**src/acq_gate_pkg.sv**
```systemverilog
/*
  Shared constants for the acquisition start trigger gate: the register
  map, the field positions, the reset values and the gate states.
  Assumes a 32-bit AHB-Lite register bus with one aligned word a register.
*/
package acq_gate_pkg;

  ////////////////////////////////////////////////////////////////////////////
  // Register byte offsets.
  localparam logic [7:0] CTRL_OFFSET   = 8'h00;
  localparam logic [7:0] FRAMES_OFFSET = 8'h04;
  localparam logic [7:0] CMD_OFFSET    = 8'h08;
  localparam logic [7:0] STATUS_OFFSET = 8'h0C;
  localparam int         ADDR_BITS     = 8;

  ////////////////////////////////////////////////////////////////////////////
  // Control register fields.
  localparam int CTRL_GATING_BIT   = 0;  // Acquisition start gating on.
  localparam int CTRL_TARGET_BIT   = 1;  // 1 = acquisition start selected.
  localparam int CTRL_ORIGIN_BIT   = 2;  // 1 = external line, 0 = software.
  localparam int CTRL_POLARITY_BIT = 3;  // 1 = falling edge, 0 = rising.
  localparam int CTRL_RUNMODE_BIT  = 4;  // 1 = continuous, 0 = single.
  localparam int CTRL_WIDTH        = 5;
  localparam logic [CTRL_WIDTH-1:0] CTRL_RESET = 5'h10;

  // Command register bits; writing a one fires the command once.
  localparam int CMD_BEGIN_BIT   = 0;
  localparam int CMD_END_BIT     = 1;
  localparam int CMD_TRIGGER_BIT = 2;

  // Status register fields.
  localparam int STATUS_STATE_LSB = 0;  // Two bits of gate state.
  localparam int STATUS_COUNT_LSB = 8;  // Frame starts taken so far.

  ////////////////////////////////////////////////////////////////////////////
  // Frames per acquisition range and reset value.
  localparam int         COUNT_WIDTH  = 8;
  localparam logic [7:0] FRAMES_MIN   = 8'h01;
  localparam logic [7:0] FRAMES_MAX   = 8'hFF;
  localparam logic [7:0] FRAMES_RESET = 8'h01;

  // AHB transfer type and response codes.
  localparam logic [1:0] HTRANS_NONSEQ = 2'h2;
  localparam logic       HRESP_OKAY    = 1'b0;

  // Gate states as shown in the status register.
  typedef enum logic [1:0] {
    GATE_IDLE,
    GATE_WAIT_ACQ,
    GATE_WAIT_FRAME
  } gate_state_e;

endpackage

```
**src/line_edge_detect.sv**
```systemverilog
/*
  Synchroniser and edge detector for external input line 1.
  Assumes the line is asynchronous to ref_clk; edges shorter than two
  clock periods may be missed.
*/
module line_edge_detect (
  input  wire logic ref_clk,
  input  wire logic rst,
  input  wire logic lineIn,
  output logic      risePulse,
  output logic      fallPulse
);

  logic syncFirst_reg;
  logic syncSecond_reg;
  logic lineLast_reg;

  ////////////////////////////////////////////////////////////////////////////
  // Two flops tame metastability; only the second one feeds the compare.
  always_ff @(posedge ref_clk or posedge rst) begin
    if (rst) begin
      syncFirst_reg  <= 1'b0;
      syncSecond_reg <= 1'b0;
      lineLast_reg   <= 1'b0;
    end else begin
      syncFirst_reg  <= lineIn;
      syncSecond_reg <= syncFirst_reg;
      lineLast_reg   <= syncSecond_reg;
    end
  end

  // Edge pulses last one clock each.
  assign risePulse = syncSecond_reg & ~lineLast_reg;
  assign fallPulse = ~syncSecond_reg & lineLast_reg;

endmodule // line_edge_detect

```
**src/acq_start_gate.sv**
```systemverilog
/*
  Acquisition start trigger gate with an AHB-Lite register slave.
  Assumes frameStartIn is a one-clock pulse from logic on ref_clk and that
  line 1 arrives asynchronously on a pin.
*/
// Notes on behaviour
// Frames per acquisition accepts 1 to 255; other writes are ignored.
// Host programs frames per acquisition before relying on the gate.
// With gating on, capture begins in waiting for acquisition start.
// Waiting for acquisition start ignores frame starts; no exposure begins.
// An acquisition start trigger moves the gate to waiting for frame start.
// After the programmed number of frame starts, return to waiting.
// Every later acquisition start trigger reopens the gate again.
// Host selects acquisition start target before issuing host trigger.
// Host trigger with acquisition target and software origin is a trigger.
// With line origin, acquisition start comes from line 1 edges.
// Polarity select picks rising or falling edge; the other is ignored.
// Host keeps continuous run mode while gating is on.
// With gating off, acquisition start is made internally at once.
// Host issues capture begin before frame starts can be accepted.
// Each frame start while waiting for it starts one frame; the code starts none when capture end comes in the same cycle.
// Frame counter clears on entry and counts only accepted frame starts.
// Capture end returns the gate to idle and clears the counter.
module acq_start_gate
  import acq_gate_pkg::*;
(
  input  wire logic                           ref_clk,
  input  wire logic                           rst,
  input  wire logic                           hsel,
  input  wire logic [acq_gate_pkg::ADDR_BITS-1:0] haddr,
  input  wire logic [1:0]                     htrans,
  input  wire logic                           hwrite,
  input  wire logic [2:0]                     hsize,
  input  wire logic [31:0]                    hwdata,
  input  wire logic                           hready,
  input  wire logic                           lineIn,
  input  wire logic                           frameStartIn,
  output logic [31:0]                         hrdata,
  output logic                                hreadyout,
  output logic                                hresp,
  output logic                                frameBegin,
  output logic                                waitingAcqStart,
  output logic                                waitingFrameStart
);
  import acq_gate_pkg::*;

  logic [CTRL_WIDTH-1:0]  ctrl_reg;
  logic [COUNT_WIDTH-1:0] frames_reg;
  logic [COUNT_WIDTH-1:0] count_reg;
  logic [COUNT_WIDTH-1:0] count_next;
  gate_state_e            state_reg;
  gate_state_e            state_next;
  logic                   wrPending_reg;
  logic [ADDR_BITS-1:0]   wrAddr_reg;
  logic [31:0]            hrdata_reg;
  logic                   hreadyout_reg;
  logic                   frameBegin_reg;
  logic                   waitAcq_reg;
  logic                   waitFrame_reg;

  logic                   risePulse;
  logic                   fallPulse;
  logic                   addrPhase;
  logic                   wrCtrl;
  logic                   wrFrames;
  logic                   wrCmd;
  logic                   cmdBegin;
  logic                   cmdEnd;
  logic                   cmdTrigger;
  logic                   gatingOn;
  logic                   softAcqTrig;
  logic                   lineAcqTrig;
  logic                   acqTrig;
  logic                   frameTaken;
  logic                   lastFrame;
  logic                   framesValid;
  logic [31:0]            readData;

  // Compares a register address with a map offset.
  function automatic logic hit(input logic [ADDR_BITS-1:0] a,
                               input logic [ADDR_BITS-1:0] off);
    hit = (a == off);
  endfunction

  ////////////////////////////////////////////////////////////////////////////
  // Line 1 synchronised, with one-clock edge pulses.
  line_edge_detect lineEdge (
    .ref_clk   (ref_clk),
    .rst       (rst),
    .lineIn    (lineIn),
    .risePulse (risePulse),
    .fallPulse (fallPulse)
  );

  ////////////////////////////////////////////////////////////////////////////
  // Bus decode. Writes land in the data phase, one clock after address.
  assign addrPhase = hsel & hready & (htrans == HTRANS_NONSEQ);
  assign wrCtrl    = wrPending_reg & hit(wrAddr_reg, CTRL_OFFSET);
  assign wrFrames  = wrPending_reg & hit(wrAddr_reg, FRAMES_OFFSET);
  assign wrCmd     = wrPending_reg & hit(wrAddr_reg, CMD_OFFSET);
  assign cmdBegin   = wrCmd & hwdata[CMD_BEGIN_BIT];
  assign cmdEnd     = wrCmd & hwdata[CMD_END_BIT];
  assign cmdTrigger = wrCmd & hwdata[CMD_TRIGGER_BIT];
  assign framesValid = (hwdata[COUNT_WIDTH-1:0] >= FRAMES_MIN) &&
                       (hwdata[COUNT_WIDTH-1:0] <= FRAMES_MAX)  &&
                       (hwdata[31:COUNT_WIDTH] == '0);

  // Read mux; unmapped addresses and the command register read zero.
  assign readData =
    hit(haddr, CTRL_OFFSET)   ? {{(32-CTRL_WIDTH){1'b0}}, ctrl_reg} :
    hit(haddr, FRAMES_OFFSET) ? {{(32-COUNT_WIDTH){1'b0}}, frames_reg} :
    hit(haddr, STATUS_OFFSET) ? {16'h0000, count_reg, 6'h00, state_reg} :
                                32'h0000_0000;

  ////////////////////////////////////////////////////////////////////////////
  // Trigger sources.
  assign gatingOn    = ctrl_reg[CTRL_GATING_BIT];
  assign softAcqTrig = cmdTrigger & ctrl_reg[CTRL_TARGET_BIT] &
                       ~ctrl_reg[CTRL_ORIGIN_BIT];
  assign lineAcqTrig = ctrl_reg[CTRL_ORIGIN_BIT] &
                       (ctrl_reg[CTRL_POLARITY_BIT] ? fallPulse
                                                    : risePulse);
  assign acqTrig     = softAcqTrig | lineAcqTrig;

  // A frame start only counts while the gate waits for it.
  assign frameTaken = (state_reg == GATE_WAIT_FRAME) & frameStartIn;
  assign lastFrame  = gatingOn & (count_reg + 8'h01 == frames_reg);

  ////////////////////////////////////////////////////////////////////////////
  // Gate sequencing. Capture end wins over every other event.
  always_comb begin
    state_next = state_reg;
    count_next = count_reg;
    if (cmdEnd) begin
      state_next = GATE_IDLE;
      count_next = '0;
    end else begin
      case (state_reg)
        GATE_IDLE: begin
          if (cmdBegin) begin
            count_next = '0;
            // Gating off means the acquisition start is made here at once.
            state_next = gatingOn ? GATE_WAIT_ACQ
                                  : GATE_WAIT_FRAME;
          end
        end
        GATE_WAIT_ACQ: begin
          if (!gatingOn) begin
            state_next = GATE_WAIT_FRAME;
            count_next = '0;
          end else if (acqTrig) begin
            state_next = GATE_WAIT_FRAME;
            count_next = '0;
          end
        end
        GATE_WAIT_FRAME: begin
          if (frameTaken) begin
            if (lastFrame) begin
              state_next = GATE_WAIT_ACQ;
              count_next = '0;
            end else begin
              count_next = count_reg + 8'h01;
            end
          end
        end
        default: begin
          state_next = GATE_IDLE;
          count_next = '0;
        end
      endcase
    end
  end

  ////////////////////////////////////////////////////////////////////////////
  // Bus slave registers. The slave never stalls and always answers OKAY.
  always_ff @(posedge ref_clk or posedge rst) begin
    if (rst) begin
      wrPending_reg <= 1'b0;
      wrAddr_reg    <= '0;
      hrdata_reg    <= 32'h0000_0000;
      hreadyout_reg <= 1'b0;
    end else begin
      wrPending_reg <= addrPhase & hwrite;
      wrAddr_reg    <= haddr;
      hreadyout_reg <= 1'b1;
      if (addrPhase && !hwrite) begin
        hrdata_reg <= readData;
      end
    end
  end

  // Configuration registers written by software.
  always_ff @(posedge ref_clk or posedge rst) begin
    if (rst) begin
      ctrl_reg   <= CTRL_RESET;
      frames_reg <= FRAMES_RESET;
    end else begin
      if (wrCtrl) begin
        ctrl_reg <= hwdata[CTRL_WIDTH-1:0];
      end
      if (wrFrames && framesValid) begin
        frames_reg <= hwdata[COUNT_WIDTH-1:0];
      end
    end
  end

  // Gate state, counter and registered outputs.
  always_ff @(posedge ref_clk or posedge rst) begin
    if (rst) begin
      state_reg      <= GATE_IDLE;
      count_reg      <= '0;
      frameBegin_reg <= 1'b0;
      waitAcq_reg    <= 1'b0;
      waitFrame_reg  <= 1'b0;
    end else begin
      state_reg      <= state_next;
      count_reg      <= count_next;
      frameBegin_reg <= frameTaken & ~cmdEnd;
      waitAcq_reg    <= (state_next == GATE_WAIT_ACQ);
      waitFrame_reg  <= (state_next == GATE_WAIT_FRAME);
    end
  end

  assign hrdata            = hrdata_reg;
  assign hreadyout         = hreadyout_reg;
  assign hresp             = HRESP_OKAY;
  assign frameBegin        = frameBegin_reg;
  assign waitingAcqStart   = waitAcq_reg;
  assign waitingFrameStart = waitFrame_reg;

endmodule // acq_start_gate

```
**config.mk**
```make
export PLATFORM = sky130hd
export DESIGN_NAME = acq_start_gate
export DESIGN_NICKNAME = d
export VERILOG_FILES = /design/src/acq_gate_pkg.sv /design/src/line_edge_detect.sv /design/src/acq_start_gate.sv
export SDC_FILE = /design/constraint.sdc
export NUM_CORES = 1
export LEC_CHECK = 0
export BUFFER_PORTS_ARGS = -buffer_cell sky130_fd_sc_hd__buf_2
export CAP_MARGIN = 0
export CORE_ASPECT_RATIO = 0.8
export CORE_UTILIZATION = 45
export CTS_BUF_LIST = sky130_fd_sc_hd__clkbuf_8 sky130_fd_sc_hd__clkbuf_16
export CTS_CLUSTER_DIAMETER = 80
export CTS_CLUSTER_SIZE = 10
export DETAILED_ROUTE_END_ITERATION = 16
export PLACE_DENSITY_LB_ADDON = 0.08
export SLEW_MARGIN = 20
export SYNTH_ARGS = -nofsm -noshare
export SYNTH_HDL_FRONTEND = slang
export SYNTH_SLANG_ARGS = --single-unit
```
**constraint.sdc**
```tcl
create_clock -name ref_clk -period 7.62 [get_ports ref_clk]
set_input_delay 0.381 -clock ref_clk [delete_from_list [all_inputs] [get_ports ref_clk]]
set_output_delay 0.381 -clock ref_clk [all_outputs]
set_load 0.005 [all_outputs]
```
* Word-level counts from Yosys, hierarchy flattened
Cells that the tools add are included.
** Storage, ports and cells
- Bits in read-only memories :: 0
- Word-level logic and storage cells :: 81
- Output and inout port bits :: 37
- Bits in writable memories :: 0
- Bits of input ports :: 52
- Flip-flop bits (word level) :: 71
- Memories kept :: 0
- Bits in latches :: 0
** Cells by class
- Div/mod/pow operators :: 0
- Multiply operators :: 0
- Multiplexer cells :: 19
- Bitwise operators :: 22
- Add/subtract/negate cells :: 1
- Magnitude comparators :: 2
- Eq/ne operators :: 13
- Shift operators :: 0
- Reductions and logical operators :: 10
** Operator list (count)
- 2-to-1 mux 16 bit :: 3
- 2-to-1 mux 8 bit :: 6
- zero test 24 bit :: 1
- one-hot mux 8 bit (3 select lines) :: 1
- bitwise AND 1 bit :: 17
- == test 8 x 3 -> 1 bit (second input constant) :: 2
- == test 8 x 4 -> 1 bit (second input constant) :: 2
- zero test 8 bit :: 2
- 2-to-1 mux 2 bit :: 7
- adder 8 x 1 -> 8 bit (second input constant) :: 1
- == test 8 bit :: 1
- greater-or-equal comparator 8 x 1 -> 1 bit (second input constant) :: 1
- <= comparator 8 bit (second input constant) :: 1
- == test 2 bit (second input constant) :: 3
- inequality test 3 bit (second input constant) :: 2
- one-hot mux 2 bit (3 select lines) :: 1
- == test 2 x 1 -> 1 bit (second input constant) :: 2
- logical AND 1 bit :: 4
- inequality test 4 bit (second input constant) :: 1
- inverter 1 bit :: 4
- AND reduction 3 bit :: 1
- zero test 2 bit :: 1
- zero test 1 bit :: 1
- 2-to-1 mux 1 bit :: 1
- bitwise OR 1 bit :: 1

* Depth between registers and ports, before layout
- Word-level depth :: 11
- Mapped depth :: 9

* Hierarchy
From an unflattened synthesis, not the netlist that was laid out.
** Second synthesis, totals
- Cells, all modules :: 258
- Area total of the unflattened synthesis :: 2772.7 sq um
** By module, submodules not included
- acq_start_gate :: area each 2678.8 sq um, instances 1, cells each 252
- line_edge_detect :: area each 93.8 sq um, instances 1, cells each 6

* Worst setup path before layout
Ideal clock, no wire load.
- Path kind :: register to register
- From :: register count_reg[1]
- To :: register count_reg[7]
- Library setup time :: 126 ps
- Setup slack :: 5171 ps
- Data arrival time :: 2323 ps
- Stages on the path, launching flop included :: 10
- Period minus slack after synthesis :: 2449 ps
- Cells stage by stage :: dfrtp_1 > ha_1 > nand3_2 > or4_4 > a21oi_2 > a311oi_1 > a2111oi_4 > buf_6 > nor2_1 > a221o_1
** Between the ends
- Word-level cells in the longest chain between the ends :: 7
** RTL lines
- start, declared :: RTL line acq_start_gate.sv:49 : logic [COUNT_WIDTH-1:0] count_reg;
- start signal, assigned :: RTL line acq_start_gate.sv:217 : count_reg <= count_next;
- adder 8 x 1 -> 8 bit (*) :: RTL line acq_start_gate.sv:127, acq_start_gate.sv:162
- == test 8 bit :: RTL line acq_start_gate.sv:127 : assign lastFrame = gatingOn & (count_reg + 8'h01 == frames_reg);
- bitwise AND 1 bit :: RTL line acq_start_gate.sv:127
- 2-to-1 mux 8 bit (*) :: RTL line acq_start_gate.sv:158 : if (lastFrame) begin
- 2-to-1 mux 8 bit (*) :: RTL line acq_start_gate.sv:157 : if (frameTaken) begin
- one-hot mux 8 bit (3 select lines) (*) :: RTL line acq_start_gate.sv:138 : case (state_reg)
- 2-to-1 mux 8 bit (*) :: RTL line acq_start_gate.sv:134 : if (cmdEnd) begin
Mark *: on every way between the ends. The rest lies on a longest branch, timed or not. The select of a mux whose other input is x is not followed.
A chain may end at the register's enable or synchronous reset.

* Worst setup path in the final report
- From :: register count_reg[0]
- To :: register count_reg[7]
Same word-level chain as after synthesis.

==> impl_metrics.tcl <==
set metrics [dict create \
    status "finished, final reports clean" \
    grt_max_degree 56 \
    fin_crit_sh_pct 40.5 \
    largest_register_ffs 16 \
    dieHeight_um 72.4 \
    rr_startpoint "count_reg[0]$_DFFE_PP0P_" \
    std_cell_rows 25 \
    cts_hold_buf 0 \
    io_pins 89 \
    gp_congestion 0.786 \
    overflow 0 \
    yosys.area_share.simple_pct 16.5 \
    viasPerCell 5.10 \
    cts_setup_buffers 0 \
    diodes 0 \
    cp.required_ns 7.82 \
    fin_area_um2 3200 \
    setup_viol 0 \
    postSynthCellCount 260 \
    avgRoutedWirePerCell_um 14.4 \
    finalHoldViolCount 0 \
    netlist_area_um2 2790 \
    min_to "lineEdge.syncFirst_reg$_DFF_PP0_" \
    r2r_end "count_reg[7]$_DFFE_PP0P_" \
    reg2reg_slack_ns 4.54 \
    grt_pass1_wl_mm 9.92 \
    cts_max_path_buffers 2 \
    ys_ff_latch 55 \
    yosys_warnings 0 \
    fin_nets 375 \
    place_ws_ns 4.53 \
    clkSinkCount 55 \
    final_common_cell "buf_2" \
    dr_wl_met2_mm 2.50 \
    route.met3.wl_um 197 \
    die_area_um2 6510 \
    worst_pin_slew_ns 0.736 \
    path_clk_slew_ns 0.10 \
    syn_avg_cell_area_um2 10.7 \
    end_kind "register" \
    maxCapViolations 0 \
    cts_tree "done" \
    dieWidth_um 90.0 \
    crit_arrival_ns 3.29 \
    peakVddDrop_mv 0.0954 \
    async_reset_ff_share_pct 100 \
    final_cell_mix "buf_2, dfrtp_1, nand2_1, conb_1, nor2_1" \
    area_growth_pct 14.9 \
    synthDistinctLibCells 49 \
    cts-buffers-inserted 5 \
    grt_pass1_vias 1981 \
    synth_mux_area_share_pct 7.82 \
    io_buffers 68 \
    slew_violations 0 \
    rsz0062_at_grt "false" \
    synth-edff-count 0 \
    worstHoldStart "lineIn" \
    placed_area_um2 3100 \
    root_buffer "clkbuf_8" \
    yosysSeqAreaShare_pct 49.5 \
    drc 0 \
    clk_latency_ns 0.31 \
    fin_crit_ns 3.08 \
    tns_ns 0 \
    crit_fanout 11 \
    synthAdderAreaFrac_pct 0.449 \
    relSlewSlack_pct 51.0 \
    fp.coreArea_um2 5940 \
    vias 2062 \
    dr.pass1.iters 4 \
    totalPowerFinal_w 0.000500 \
    drt-total-wl_mm 5.83 \
    hold_path_depth 1 \
    topRoutingLayerUsed "met4" \
    skew_ns 0.0124 \
    drive_gt1_share_pct 32.2 \
    power_density_nw_per_um2 156 \
    htreeDepth 2 \
    drt-initial-drc-count 90 \
    fin_hold_ws_ns 0.181 \
    grt_usage_pct 19.3 \
    wl_met1_mm 3.10 \
    synth_flop_cell "dfrtp_1" \
    dp.final_hpwl_mm 4.44 \
    path_class "reg -> reg" \
    start_kind "register" \
    fmax_mhz 324 \
    r2r_cells 8 \
    leakage_nw 1.54 \
    synthXorXnorAreaFrac_pct 3.46 \
    synth_top_family_by_area "simple AND/OR/NAND/NOR gates" \
    hp-class "in -> reg" \
    synth_compound_area_share_pct 14.0 \
    post_cts_resized 0 \
    antenna_found_initial 0 \
    initial_core_util_pct 46.9 \
    drtAntennaViolNets 0 \
    fin_ws_ns 4.54 \
]
critical path: stages (launching register included):
cell       delay, ns
dfrtp_1         0.54
ha_1            0.33
nand3_2         0.18
or4_4           0.52
a21oi_2         0.14
a311oi_1        0.07
a2111oi_4       0.71
nor2_1          0.14
a221o_1         0.33
synth_stat cells (5+ instances only):
| master | number | area (µm²) |
|---|---|---|
| a21o_1 | 5 | 37.5 |
| a21oi_1 | 7 | 35.0 |
| a22o_1 | 11 | 96.3 |
| buf_4 | 17 | 128 |
| clkbuf_1 | 9 | 33.8 |
| dfrtp_1 | 53 | 1330 |
| inv_1 | 8 | 30.0 |
| mux2_2 | 14 | 158 |
| mux2i_1 | 6 | 60.1 |
| nand2_1 | 20 | 75.1 |
| nand3_1 | 11 | 55.1 |
| nor2_1 | 15 | 56.3 |
| nor4_1 | 7 | 43.8 |
| o21ai_0 | 6 | 30.0 |
| xnor2_1 | 7 | 61.3 |
through the flow:
| step | cells | utilization, % |
|---|---|---|
| 6_report | 404 | 53.8 |
| 5_1_grt | 404 | 53.8 |
| 4_1_cts | 404 | 53.8 |
| 3_5_place_dp | 396 | 52.2 |
| 3_3_place_gp | 396 | 52.2 |
| 2_1_floorplan | 276 | - |
logic make-up after synthesis:
logic type                 Yosys count
muxes                               20
DFF                                 55
adders and majority gates            1
AOI/OAI and AO/OA                   48
xor gates and xnor gates            11
and+or+nand+nor                     85
other                                2
buffers and inverters               38
layer usage:
layer / up-vias / global-route usage [%]
met2: 50 / 29.3
met5: - / 0
met3: 2 / 3.35
li1: 1019 / -
met1: 991 / 29.1
met4: 0 / 3.76
where the power goes:
group / switching [W] / internal, W / leakage [nW]
registers: 0.00000272 / 0.000296 / 0.729
logic: 0.0000186 / 0.0000133 / 0.764
clock network: 0.0000956 / 0.0000744 / 0.0474
worst max-delay path by stage:
stage                                   from  slack [ns]  cells past startpoint                  endpoint
floorplan           count_reg[1]$_DFFE_PP0P_        5.17                      9  count_reg[7]$_DFFE_PP0P_
global placement    count_reg[0]$_DFFE_PP0P_        4.56                      8  count_reg[7]$_DFFE_PP0P_
detailed placement  count_reg[0]$_DFFE_PP0P_        4.53                      8  count_reg[7]$_DFFE_PP0P_
CTS                 count_reg[0]$_DFFE_PP0P_        4.51                      8  count_reg[7]$_DFFE_PP0P_
global route        count_reg[0]$_DFFE_PP0P_        4.34                      8  count_reg[7]$_DFFE_PP0P_
finish              count_reg[0]$_DFFE_PP0P_        4.54                      8  count_reg[7]$_DFFE_PP0P_
cell type report:
cell class	instances	area (µm²)
fill	577	2740
inverter	8	30.0
timing repair buffer	69	348
clock buffer	6	82.6
tap	81	101
clock inverter	2	16.3
sequential	55	1380
multi-input combinational	183	1240
No activity file was read; power rests on OpenSTA's default activity.
